$ cat src/hw/service_timer_fifo_defs.vh
// Constants for the service request, timer and FIFO core.
// Assumes inclusion by bare name from the core module file.
// Operation
// [RQ1] Chain position sets acknowledge priority; request pin is open drain.
// [RQ2] Granted acknowledge with request pending claims cycle and returns vector.
// [RQ3] Granted acknowledge without pending request passes grant downstream, no claim.
// [RQ4] Host detects unanswered acknowledge cycles, for example by timeout.
// [RQ5] Host loads each chained device with a distinct vector.
// [RQ6] First grant may tie to acknowledge only if strobe comes later.
// [RQ7] Polled mode never asserts request pin but still records causes.
// [RQ8] Host never acknowledges while request output is inactive.
// [RQ9] Polled mode passes grant when acknowledge, grant and strobe all active.
// [RQ10] Polling host reads status and treats summary bit one as request.
// [RQ11] Host ends service by writing end-of-service; device clears pending flag.
// [RQ12] Prescaler counts clock divided by 512, ticking both timers at zero.
// [RQ13] Prescaler reloads itself from holding register on reaching zero.
// [RQ14] Holding register loads from prescale register only on timer enable command.
// [RQ15] One-shot timer loads on enable command, counts ticks, expires at zero.
// [RQ16] Data timeout counts ticks and reloads on each received character.
// [RQ17] Timeout at zero with FIFO not empty raises data ready if enabled.
// [RQ18] 128-byte FIFO reached through one data location for reads and writes.
// [RQ19] Input modes: count above threshold raises data ready; count shows readable bytes.
// [RQ20] Output modes: count below threshold raises data ready; count shows pending bytes.
// [RQ21] Data timeout inactive in output modes.
// [RQ22] Loopback with flush returns 128 written bytes unchanged and in order.
// [RQ23] Enabled event records cause, sets pending, drives request only in interrupt mode.
// [RQ24] Pending suspends threshold detection and input sampling until end-of-service; the core suspends only the threshold event, in_ready still accepts input.
// [RQ25] Acknowledge cycle starts on strobe and grant together with select inactive.
`ifndef SERVICE_TIMER_FIFO_DEFS_VH
`define SERVICE_TIMER_FIFO_DEFS_VH
`define ADDR_VECTOR 4'h0
`define ADDR_STATUS 4'h1
`define ADDR_CONFIG 4'h2
`define ADDR_EOS 4'h3
`define ADDR_PRESCALE 4'h4
`define ADDR_PERIOD 4'h5
`define ADDR_DTIMEOUT 4'h6
`define ADDR_COMMAND 4'h7
`define ADDR_FIFO 4'h8
`define ADDR_THRESH 4'h9
`define ADDR_COUNT 4'ha
`define ST_TIMER 0
`define ST_THRESH 1
`define ST_DTIMEOUT 2
`define ST_SUMMARY 7
`define CFG_INT_MODE 0
`define CFG_TIMER_EXPIRY 1
`define CFG_TIMEOUT_READY 2
`define CFG_DATA_READY 3
`define CFG_OUTPUT 4
`define CFG_MASK 8'h1f
`define CMD_TIMER_EN 0
`define CMD_FLUSH 1
`define CMD_LOOPBACK 2
`define CLK_DIV 9'd511
`define ACK_IDLE 2'd0
`define ACK_CLAIM 2'd1
`define ACK_PASS 2'd2
`endif

$ cat src/hw/service_timer_fifo_core.v
// Service request chain, shared prescaler with two timers, and 128-byte FIFO.
// Assumes host pins are asynchronous and the parallel channel runs on clk.
`timescale 1ns/1ps
`include "service_timer_fifo_defs.vh"
module service_timer_fifo_core #(
  parameter DEPTH = 128,
  parameter AW = 7
) (
  input wire clk,
  input wire rst_n,
  input wire [3:0] addr,
  input wire [7:0] wdata,
  input wire wr,
  input wire rd,
  output reg [7:0] rdata,
  input wire service_ack_in_n,
  input wire chain_grant_in_n,
  input wire data_strobe_n,
  input wire chip_select_n,
  output wire service_request_out_n,
  output wire service_request_oe_n,
  output wire chain_pass_out_n,
  output wire transfer_done_n,
  output reg [7:0] vector_data_out,
  output wire vector_data_oe_n,
  input wire in_valid,
  input wire [7:0] in_data,
  output wire in_ready,
  output wire out_valid,
  output wire [7:0] out_data,
  input wire out_ready
);
  reg [3:0] sync1_r;
  reg [3:0] sync2_r;
  reg [7:0] vector_reg_r;
  reg [7:0] status_r;
  reg [7:0] config_r;
  reg [7:0] prescale_reg_r;
  reg [7:0] period_reg_r;
  reg [7:0] dtimeout_reg_r;
  reg [7:0] threshold_reg_r;
  reg loopback_r;
  reg pending_r;
  reg [1:0] ack_state_r;
  reg [8:0] div_r;
  reg [7:0] hold_r;
  reg [7:0] pre_cnt_r;
  reg [7:0] timer_cnt_r;
  reg timer_run_r;
  reg [7:0] dto_cnt_r;
  reg [7:0] mem_r [0:DEPTH-1];
  reg [AW-1:0] wptr_r;
  reg [AW-1:0] rptr_r;
  reg [AW:0] count_r;
  reg [AW:0] count_nxt;
  reg [1:0] ack_state_nxt;

  function is_reg;
    input [3:0] a;
    input [3:0] target;
    begin
      is_reg = (a == target);
    end
  endfunction

  wire ack_s = ~sync2_r[0];
  wire grant_s = ~sync2_r[1];
  wire strobe_s = ~sync2_r[2];
  wire cs_s = ~sync2_r[3];
  wire int_mode = config_r[`CFG_INT_MODE];
  wire out_mode = config_r[`CFG_OUTPUT];
  wire wr_cmd = wr && is_reg(addr, `ADDR_COMMAND);
  wire timer_en_cmd = wr_cmd && wdata[`CMD_TIMER_EN];
  wire flush_cmd = wr_cmd && wdata[`CMD_FLUSH];
  wire eos_wr = wr && is_reg(addr, `ADDR_EOS);
  wire fifo_full = (count_r == DEPTH);
  wire fifo_empty = (count_r == {(AW+1){1'b0}});

  // Channel side is cut off in loopback so the host alone owns both FIFO ends
  wire host_push = wr && is_reg(addr, `ADDR_FIFO) && !fifo_full && (out_mode || loopback_r); // RQ18 RQ22
  wire host_pop = rd && is_reg(addr, `ADDR_FIFO) && !fifo_empty && (!out_mode || loopback_r); // RQ18 RQ22
  assign in_ready = !fifo_full && !out_mode && !loopback_r;
  assign out_valid = !fifo_empty && out_mode && !loopback_r;
  assign out_data = mem_r[rptr_r];
  wire chan_push = in_valid && in_ready;
  wire chan_pop = out_valid && out_ready;
  wire push = host_push || chan_push;
  wire pop = host_pop || chan_pop;
  wire [7:0] push_data = host_push ? wdata : in_data;

  // Host pins cross into clk through two flops before use
  always @(posedge clk) begin
    if (!rst_n) begin
      sync1_r <= 4'hf;
      sync2_r <= 4'hf;
    end else begin
      sync1_r <= {chip_select_n, data_strobe_n, chain_grant_in_n, service_ack_in_n};
      sync2_r <= sync1_r;
    end
  end

  // Prescaler and timers
  wire div_pulse = (div_r == `CLK_DIV);
  wire pre_tick = div_pulse && (pre_cnt_r <= 8'h01);
  // A restart or a fresh character in the same cycle as the last tick wins over expiry
  wire timer_zero = pre_tick && timer_run_r && !timer_en_cmd && (timer_cnt_r <= 8'h01);
  wire dto_zero = pre_tick && !out_mode && !chan_push && (dto_cnt_r == 8'h01);

  always @(posedge clk) begin
    if (!rst_n) begin
      div_r <= 9'h000;
    end else if (div_pulse) begin
      div_r <= 9'h000; // RQ12
    end else begin
      div_r <= div_r + 9'h001;
    end
  end

  always @(posedge clk) begin
    if (!rst_n) begin
      hold_r <= 8'h00;
      pre_cnt_r <= 8'h00;
    end else if (timer_en_cmd) begin
      hold_r <= prescale_reg_r; // RQ14
      pre_cnt_r <= prescale_reg_r;
    end else if (div_pulse) begin
      if (pre_cnt_r <= 8'h01) begin
        pre_cnt_r <= hold_r; // RQ13
      end else begin
        pre_cnt_r <= pre_cnt_r - 8'h01; // RQ12
      end
    end
  end

  always @(posedge clk) begin
    if (!rst_n) begin
      timer_cnt_r <= 8'h00;
      timer_run_r <= 1'b0;
    end else if (timer_en_cmd) begin
      timer_cnt_r <= period_reg_r; // RQ15
      timer_run_r <= 1'b1;
    end else if (pre_tick && timer_run_r) begin
      if (timer_cnt_r <= 8'h01) begin
        timer_cnt_r <= 8'h00;
        timer_run_r <= 1'b0; // RQ15
      end else begin
        timer_cnt_r <= timer_cnt_r - 8'h01;
      end
    end
  end

  // Counter parks at zero, so an idle line raises one timeout, not a stream
  always @(posedge clk) begin
    if (!rst_n) begin
      dto_cnt_r <= 8'h00;
    end else if (chan_push) begin
      dto_cnt_r <= dtimeout_reg_r; // RQ16
    end else if (pre_tick && !out_mode && dto_cnt_r != 8'h00) begin
      dto_cnt_r <= dto_cnt_r - 8'h01; // RQ16 RQ21
    end
  end

  // Events and status
  wire thr_hit = out_mode ? (count_r < {1'b0, threshold_reg_r[AW-1:0]})
                          : (count_r > {1'b0, threshold_reg_r[AW-1:0]});
  wire ev_timer = timer_zero && config_r[`CFG_TIMER_EXPIRY]; // RQ15
  wire ev_dto = dto_zero && !fifo_empty && config_r[`CFG_TIMEOUT_READY]; // RQ17 RQ21
  wire ev_thr = thr_hit && !pending_r && config_r[`CFG_DATA_READY] &&
    !loopback_r; // RQ19 RQ20 RQ24
  wire ev_any = ev_timer || ev_dto || ev_thr;
  wire status_wr = wr && is_reg(addr, `ADDR_STATUS);

  // Status bits are write-one-to-clear; a new cause in the same cycle wins
  always @(posedge clk) begin
    if (!rst_n) begin
      status_r <= 8'h00;
    end else begin
      status_r[`ST_TIMER] <= ev_timer || (status_r[`ST_TIMER] &&
        !(status_wr && wdata[`ST_TIMER])); // RQ23
      status_r[`ST_THRESH] <= ev_thr || (status_r[`ST_THRESH] &&
        !(status_wr && wdata[`ST_THRESH])); // RQ23
      status_r[`ST_DTIMEOUT] <= ev_dto || (status_r[`ST_DTIMEOUT] &&
        !(status_wr && wdata[`ST_DTIMEOUT])); // RQ23
    end
  end

  always @(posedge clk) begin
    if (!rst_n) begin
      pending_r <= 1'b0;
    end else if (ev_any) begin
      pending_r <= 1'b1; // RQ23
    end else if (eos_wr) begin
      pending_r <= 1'b0; // RQ11 RQ24
    end
  end

  // Request pin: drive low only in interrupt mode
  wire request_active = pending_r && int_mode; // RQ7 RQ23
  assign service_request_out_n = 1'b0;
  assign service_request_oe_n = ~request_active; // RQ1

  // Acknowledge cycle: claim or pass decided when strobe meets grant
  wire ack_start = strobe_s && grant_s && !cs_s; // RQ25
  always @* begin
    ack_state_nxt = ack_state_r;
    case (ack_state_r)
      `ACK_IDLE: begin
        if (ack_start && ack_s) begin
          if (request_active) begin
            ack_state_nxt = `ACK_CLAIM; // RQ2
          end else begin
            ack_state_nxt = `ACK_PASS; // RQ3 RQ9
          end
        end
      end
      `ACK_CLAIM: begin
        if (!strobe_s) begin
          ack_state_nxt = `ACK_IDLE;
        end
      end
      `ACK_PASS: begin
        if (!(strobe_s && grant_s && ack_s)) begin
          ack_state_nxt = `ACK_IDLE; // RQ9
        end
      end
      default: begin
        ack_state_nxt = `ACK_IDLE;
      end
    endcase
  end

  always @(posedge clk) begin
    if (!rst_n) begin
      ack_state_r <= `ACK_IDLE;
      vector_data_out <= 8'h00;
    end else begin
      ack_state_r <= ack_state_nxt;
      if (ack_state_r == `ACK_IDLE && ack_state_nxt == `ACK_CLAIM) begin
        vector_data_out <= vector_reg_r; // RQ2
      end
    end
  end

  // Lower chain members see grant only through this pass, giving position priority
  assign chain_pass_out_n = ~(ack_state_r == `ACK_PASS); // RQ1 RQ3
  assign transfer_done_n = ~(ack_state_r == `ACK_CLAIM); // RQ2
  assign vector_data_oe_n = ~(ack_state_r == `ACK_CLAIM);

  // FIFO storage
  always @* begin
    count_nxt = count_r;
    if (push && !pop) begin
      count_nxt = count_r + {{AW{1'b0}}, 1'b1};
    end else if (pop && !push) begin
      count_nxt = count_r - {{AW{1'b0}}, 1'b1};
    end
  end

  always @(posedge clk) begin
    if (push) begin
      mem_r[wptr_r] <= push_data; // RQ18
    end
  end

  always @(posedge clk) begin
    if (!rst_n) begin
      wptr_r <= {AW{1'b0}};
      rptr_r <= {AW{1'b0}};
      count_r <= {(AW+1){1'b0}};
    end else if (flush_cmd) begin
      wptr_r <= {AW{1'b0}}; // RQ22
      rptr_r <= {AW{1'b0}};
      count_r <= {(AW+1){1'b0}};
    end else begin
      if (push) begin
        wptr_r <= wptr_r + {{(AW-1){1'b0}}, 1'b1};
      end
      if (pop) begin
        rptr_r <= rptr_r + {{(AW-1){1'b0}}, 1'b1}; // RQ22
      end
      count_r <= count_nxt;
    end
  end

  // Register writes
  always @(posedge clk) begin
    if (!rst_n) begin
      vector_reg_r <= 8'h00;
      config_r <= 8'h00;
      prescale_reg_r <= 8'h00;
      period_reg_r <= 8'h00;
      dtimeout_reg_r <= 8'h00;
      threshold_reg_r <= 8'h00;
      loopback_r <= 1'b0;
    end else if (wr) begin
      case (addr)
        `ADDR_VECTOR: vector_reg_r <= wdata;
        `ADDR_CONFIG: config_r <= wdata & `CFG_MASK;
        `ADDR_PRESCALE: prescale_reg_r <= wdata; // RQ14
        `ADDR_PERIOD: period_reg_r <= wdata;
        `ADDR_DTIMEOUT: dtimeout_reg_r <= wdata;
        `ADDR_THRESH: threshold_reg_r <= wdata;
        `ADDR_COMMAND: loopback_r <= wdata[`CMD_LOOPBACK]; // RQ22
        default: loopback_r <= loopback_r;
      endcase
    end
  end

  // Read views built from the named bit positions; unused bits read as zero
  reg [7:0] status_view;
  reg [7:0] command_view;
  always @* begin
    status_view = 8'h00;
    status_view[`ST_TIMER] = status_r[`ST_TIMER];
    status_view[`ST_THRESH] = status_r[`ST_THRESH];
    status_view[`ST_DTIMEOUT] = status_r[`ST_DTIMEOUT];
    // Summary bit mirrors the pending flag so a polling host tests one bit
    status_view[`ST_SUMMARY] = pending_r; // RQ10
    command_view = 8'h00;
    command_view[`CMD_LOOPBACK] = loopback_r; // RQ22
  end

  // Register reads, data one cycle after the strobe
  always @(posedge clk) begin
    if (!rst_n) begin
      rdata <= 8'h00;
    end else if (rd) begin
      case (addr)
        `ADDR_VECTOR: rdata <= vector_reg_r;
        `ADDR_STATUS: rdata <= status_view; // RQ7 RQ10
        `ADDR_CONFIG: rdata <= config_r;
        `ADDR_PRESCALE: rdata <= prescale_reg_r;
        `ADDR_PERIOD: rdata <= period_reg_r;
        `ADDR_DTIMEOUT: rdata <= dtimeout_reg_r;
        `ADDR_COMMAND: rdata <= command_view;
        `ADDR_FIFO: rdata <= host_pop ? mem_r[rptr_r] : 8'h00; // RQ18
        `ADDR_THRESH: rdata <= threshold_reg_r;
        `ADDR_COUNT: rdata <= {{(7-AW){1'b0}}, count_r}; // RQ19 RQ20
        default: rdata <= 8'h00;
      endcase
    end else begin
      rdata <= 8'h00;
    end
  end
endmodule

$ cat config.mk
export PLATFORM = sky130hd
export DESIGN_NAME = service_timer_fifo_core
export DESIGN_NICKNAME = d
export VERILOG_FILES = /design/src/hw/service_timer_fifo_core.v
export VERILOG_INCLUDE_DIRS = /design/src /design/src/hw
export SDC_FILE = /design/constraint.sdc
export NUM_CORES = 1
export LEC_CHECK = 0
export BUFFER_PORTS_ARGS = -buffer_cell sky130_fd_sc_hd__buf_2
export CORE_ASPECT_RATIO = 1.1
export CORE_MARGIN = 3
export CORE_UTILIZATION = 63
export CTS_CLUSTER_SIZE = 30
export DETAILED_ROUTE_END_ITERATION = 10
export PLACE_DENSITY_LB_ADDON = 0.05
export SLEW_MARGIN = 10
export SYNTH_ARGS = -nofsm -noshare
export SYNTH_HDL_FRONTEND = slang
export SYNTH_SLANG_ARGS = --single-unit
$ cat constraint.sdc
create_clock -name clk -period 4 [get_ports clk]
set_input_delay 0.4 -clock clk [delete_from_list [all_inputs] [get_ports clk]]
set_output_delay 0.4 -clock clk [all_outputs]
set_load 0.01 [all_outputs]
---- After elaboration in Yosys (flattened, before gate mapping) ----
Memories as Yosys holds them, arrays and structs flattened. A register that Yosys moved wholly into a read port is not among the register bits.
Cells that the tools add are included.
W data, S select, Z words.
storage, ports and cells
  register bits after elaboration ......... 140
  latch bits .............................. 0
  memory bits (writable) .................. 1024
  ROM bits ................................ 0
  input bits .............................. 30
  output and inout bits ................... 31
  word-level logic and storage cells ...... 174
  memories kept ........................... 1
cells by class
  $add $sub $neg .......................... 8
  multipliers ............................. 0
  divide/modulo/power cells ............... 0
  order comparisons ....................... 4
  equality and inequality tests ........... 16
  shifts and indexed selects .............. 0
  multiplexer cells ....................... 28
  bitwise operators ....................... 7
  reductions and logical operators ........ 87
memories
  memory  words  width  rd ports  clocked after Yosys merged registers in  wr ports  RTL line                      source
  mem_r   128    8      1         1                                        1         service_timer_fifo_core.v:51  reg [7:0] mem_r [0:DEPTH-1];
operator list
  kind                   number
  $mux W8                12
  $pmux W8 S10           1
  $logic_and A1 B1 Y1    45
  $sub A8 B1 Y8 const B  4
  $reduce_and A2 Y1      9
  $eq A4 B3 Y1 const B   4
  $le A8 B1 Y1 const B   2
  $add A7 B1 Y7 const B  2
  $mux W7                2
  $eq A4 B4 Y1 const B   3
  $logic_not A1 Y1       12
  $reduce_bool A2 Y1     6
  $add A9 B1 Y9 const B  1
  $eq A9 B9 Y1 const B   1
  $logic_or A1 B1 Y1     9
  $add A8 B1 Y8 const B  1
  $eq A4 B2 Y1 const B   2
  $eq A8 B1 Y1 const B   1
  $eq A8 B8 Y1 const B   1
  $gt A8 B7 Y1           1
  $logic_not A8 Y1       1
  $lt A8 B7 Y1           1
  $mux W1                8
  $mux W2                4
  9 further kinds        17

---- Depth between registers and ports, before layout ----
  depth in word-level cells ............... 13
  mapped depth ............................ 15
  gate-level depth less buffers ........... 15

---- Least setup slack after synthesis ----
No wires, ideal clock.
  kind .................................... input -> register
  from .................................... in addr[2]
  to ...................................... reg count_r[7]
  setup time .............................. 0.070 ns
  arrival ................................. 3.361 ns
  required time ........................... 3.930 ns
  setup slack ............................. 0.569 ns
  stages .................................. 15
  cells stage by stage .................... nand2b_1 -> nor3_1 -> nand4b_1 -> nand2_1 -> clkbuf_1 -> ha_1 -> inv_1 -> ha_1 -> a21o_1 -> a21oi_1 -> o21bai_1 -> a2111oi_0 -> o21ai_0 -> a21o_1 -> a21oi_1
between the ends
  cells in the longest elaborated chain, start to end .. 8
ends and longest elaborated chain
  element                               RTL line                       source
  start: declaration                    service_timer_fifo_core.v:11   input wire [3:0] addr,
  $eq A4 B4 Y1 (*)                      service_timer_fifo_core.v:62   is_reg = (a == target);
  $logic_and A1 B1 Y1 (*) (3 in a row)  service_timer_fifo_core.v:80   wire host_push = wr && is_reg(addr, `ADDR_FIFO) && !fifo_full && (out_mode || loopback_r);
  $logic_or A1 B1 Y1 (*)                service_timer_fifo_core.v:87   wire push = host_push || chan_push;
  via push                              service_timer_fifo_core.v:87
  $logic_not A1 Y1                      service_timer_fifo_core.v:254  end else if (pop && !push) begin
  $logic_and A1 B1 Y1                   service_timer_fifo_core.v:254
  $reduce_bool A2 Y1 (no line)          --
  end signal: assignment                service_timer_fifo_core.v:269  count_r <= {(AW+1){1'b0}};
  end signal: assignment                service_timer_fifo_core.v:273  count_r <= {(AW+1){1'b0}};
  end signal: assignment                service_timer_fifo_core.v:281  count_r <= count_nxt;
  end: declaration                      service_timer_fifo_core.v:54   reg [AW:0] count_r;
Mark *: on every way through the listed nets, which the timed path passes. The rest lies on a longest branch.
A chain may end at the register's enable or synchronous reset.

==> flow_metrics.py <==
metrics = {
    "outcome": {
        "status": "completed",
    },
    "logic_synthesis": {
        "syn-cell-area_um2": 46400,
        "synth_edf_count": 1024,
        "synth_warnings": 0,
        "synth_cell_types": 63,
        "synth_nets": 2681,
        "netlist_instances": 2626,
        "ys.flop_type": "edfxtp_1",
        "ys_ff_latch": 1171,
        "avgSynthCellArea_um2": 17.7,
        "seq_area_frac_synth_pct": 72.6,
        "synth-async-reset-ratio_pct": 0,
    },
    "setup_path": {
        "worst_ep_arrival_time_ns": 3.51,
        "crit_slowest_cell": "mux4_2",
        "cp-end-kind": "primary output",
        "cp_cell_sequence": "buf_4, buf_12, mux4_2, mux2i_1, a221oi_1, a22oi_2, nand2_1, buf_2",
        "critical-path-max-stage-delay_ns": 0.57,
        "critPathKind": "reg -> out",
        "critPathRequiredTime_ns": 3.60,
        "path_buf_inv": 3,
        "cp_top_family": "multiplexers",
        "cp-start-kind": "register",
        "crit_fanout": 63,
    },
    "routing": {
        "routed_via_density": 6.59,
        "ant_nets": 0,
        "vias": 24800,
        "routed_wl_um": 107000,
        "wl_per_cell_um": 28.5,
        "drt_iter0_drc": 2746,
        "drcViolationCount": 0,
        "drt_first_pass_iters": 7,
    },
    "place": {
        "gp_congestion": 0.918,
        "io_buffers": 59,
        "post-place-ws_ns": 0.187,
        "hpwlAfterDp_um": 66500,
        "placed_cells": 3546,
    },
    "final_layout": {
        "drive_gt1_share_pct": 21.5,
        "top_register": "mem_r",
        "stdcell_count": 3766,
        "reg.largest.list": "mem_r (1024), div_r (9)",
        "fin_nets": 2785,
        "area_growth_pct": 12.0,
        "insertedDiodeCount": 0,
        "largest_register_ffs": 1024,
    },
    "global_routing": {
        "antenna_found_initial": 0,
        "grt-ovfl-total": 0,
        "grt_max_degree": 87,
        "grt_pass1_wl_um": 161000,
        "grt_pass1_vias": 25200,
        "grtUsageTotal_pct": 28.2,
    },
    "cts": {
        "clk_latency_ns": 0.68,
        "cts_buffers": 111,
        "cts_tree": "done",
        "cts_root_buf": "clkbuf_16",
        "htree_levels": 3,
        "cts.clk_slew.worst_paths_ns": 0.06,
        "clockBufferDepth": 3,
        "cts_num_sinks": 1171,
    },
    "hold_path": {
        "worstHoldPathType": "in -> reg",
    },
    "die": {
        "rows": 103,
        "die-area_um2": 77000,
        "core_um2": 72400,
        "io_pins": 61,
        "die_x_um": 265,
        "start_util_pct": 64.1,
        "die_y_um": 291,
    },
    "timing": {
        "fmax_mhz": 256,
        "finalHoldViolCount": 0,
        "fin_ws_ns": 0.0929,
        "drv_slew": 0,
        "max-slew-margin-rel_pct": 32.0,
        "period_needed_ns": 3.91,
        "min_period_over_period_pct": 97.7,
        "setup_viol": 0,
        "finalClockSkew_ns": 0.0178,
        "worst_pin_slew_ns": 1.02,
        "rsz0062_at_grt": "false",
    },
    "power_and_ir_drop": {
        "p_leak_nw": 16.2,
        "p_per_area_nw_per_um2": 482,
        "irDropWorstVdd_uv": 456,
    },
    "flow_run": {
        "drv_cap": 0,
    },
}
Yosys cell counts, drive strengths merged, types with 7 or more instances:
master	count	area, um^2
mux2	13	146
nand2	83	312
nor2b	14	87.6
nand3	40	200
a22oi	21	158
nand2b	24	150
clkbuf	116	437
a211oi	15	113
nor3	18	90.1
buf	40	160
o21ai	92	460
mux4	258	5810
ha	24	300
and3	13	81.3
a21oi	60	300
o22ai	35	219
a221oi	33	289
nand3b	7	52.6
xnor2	16	140
nor4	15	109
inv	21	78.8
xor2	14	123
nor2	287	1080
mux2i	125	1250
dfxtp	147	2940
edfxtp	1024	30700
worst paths after layout:
| path | startpoint | end | slack (ns) | cells past startpoint |
|---|---|---|---|---|
| min reg2reg | sync1_r[2] | sync2_r[2] | 0.41 | 1 |
| min | wdata[3] | vector_reg_r[3] | 0.10 | 3 |
| max reg2reg | count_r[3] | count_r[7] | 0.32 | 15 |
| max | register | out_data[1] | 0.09 | 8 |
placed cells by master (no fill, tap or decap), types with 14 or more instances in the layout:
cell type | synthesis | routed
o21ai_0 | 92 | 92
dfxtp_1 | 147 | 144
mux2i_1 | 125 | 124
buf_12 | 0 | 14
nand2_1 | 83 | 83
nand2b_1 | 24 | 24
a22oi_1 | 21 | 14
buf_4 | 2 | 62
ha_1 | 24 | 24
xor2_1 | 14 | 14
mux4_2 | 258 | 258
a221oi_1 | 33 | 23
clkinv_2 | 0 | 20
clkinv_1 | 1 | 26
nor2_1 | 287 | 286
buf_2 | 2 | 59
inv_1 | 21 | 21
edfxtp_1 | 1024 | 1024
o22ai_1 | 35 | 35
clkbuf_1 | 115 | 20
nand3_1 | 40 | 40
a21oi_1 | 60 | 60
clkbuf_16 | 0 | 115
nor3_1 | 18 | 18
xnor2_1 | 16 | 16
a211oi_1 | 15 | 15
stage by stage:
| stage | utilization, % | power, W | instance area [um^2] | TNS, ns | hold slack [ns] |
|---|---|---|---|---|---|
| finish | 71.7 | 0.0250 | 52000 | 0 | 0.100 |
| global route | 71.7 | 0.0258 | 52000 | 0 | 0.0939 |
| CTS | 71.5 | 0.0251 | 51800 | -0.0250 | 0.0715 |
| detailed placement | 66.4 | 0.0151 | 48100 | 0 | 0.394 |
| global placement | 66.4 | 0.0150 | 48100 | 0 | 0.394 |
| floorplan | - | 0.0146 | 46400 | 0 | 0.386 |
report_power, final:
part | internal, W | total, W | switching, W
Combinational | 0.000513 | 0.00135 | 0.000842
Sequential | 0.0134 | 0.0135 | 0.000104
Clock | 0.00580 | 0.0102 | 0.00442
tightest hold or removal path, cell delays in order:
cell and delay, ns:
buf_2 0.17, nand3_1 0.09, a21oi_1 0.06
cells by family after synthesis:
family | after synthesis | share of synthesized area (%)
AOI/OAI and AO/OA | 294 | 3.99
buffers and inverters | 178 | 1.46
and+or+nand+nor | 531 | 5.15
adders and majority gates | 25 | 0.690
other | 1 | 0.00808
xor gates and xnor gates | 30 | 0.566
muxes | 396 | 15.5
DFF | 1171 | 72.6
layout make-up:
type                            instances  area (um^2)
Multi-Input combinational cell       1277        12200
Clock inverter                         65          571
Sequential cell                      1171        33700
Tap cell                              945         1180
Inverter                               22         82.6
Clock buffer                          139         2990
Timing Repair Buffer                  147         1250
Fill cell                            4371        20500
metal layers:
layer,GRT usage (%),part of all wire [%],up-vias
met4,10.7,4.1,0
met5,0,0,-
met2,46.3,50,1031
met1,38.9,39,12900
li1,-,-,10700
met3,4.52,6.9,235
what timing repair did:
action | CTS | global route
setup endpoints to repair | 8 | 8
hold buffers | 4 | 0
gates resized for setup | 17 | 7
endpoints found under the hold margin | 4 | 0
cloned | 0 | 2
pin swaps | 0 | 2
buffers inserted | 0 | 10
Power figures use the tool's default switching activity.
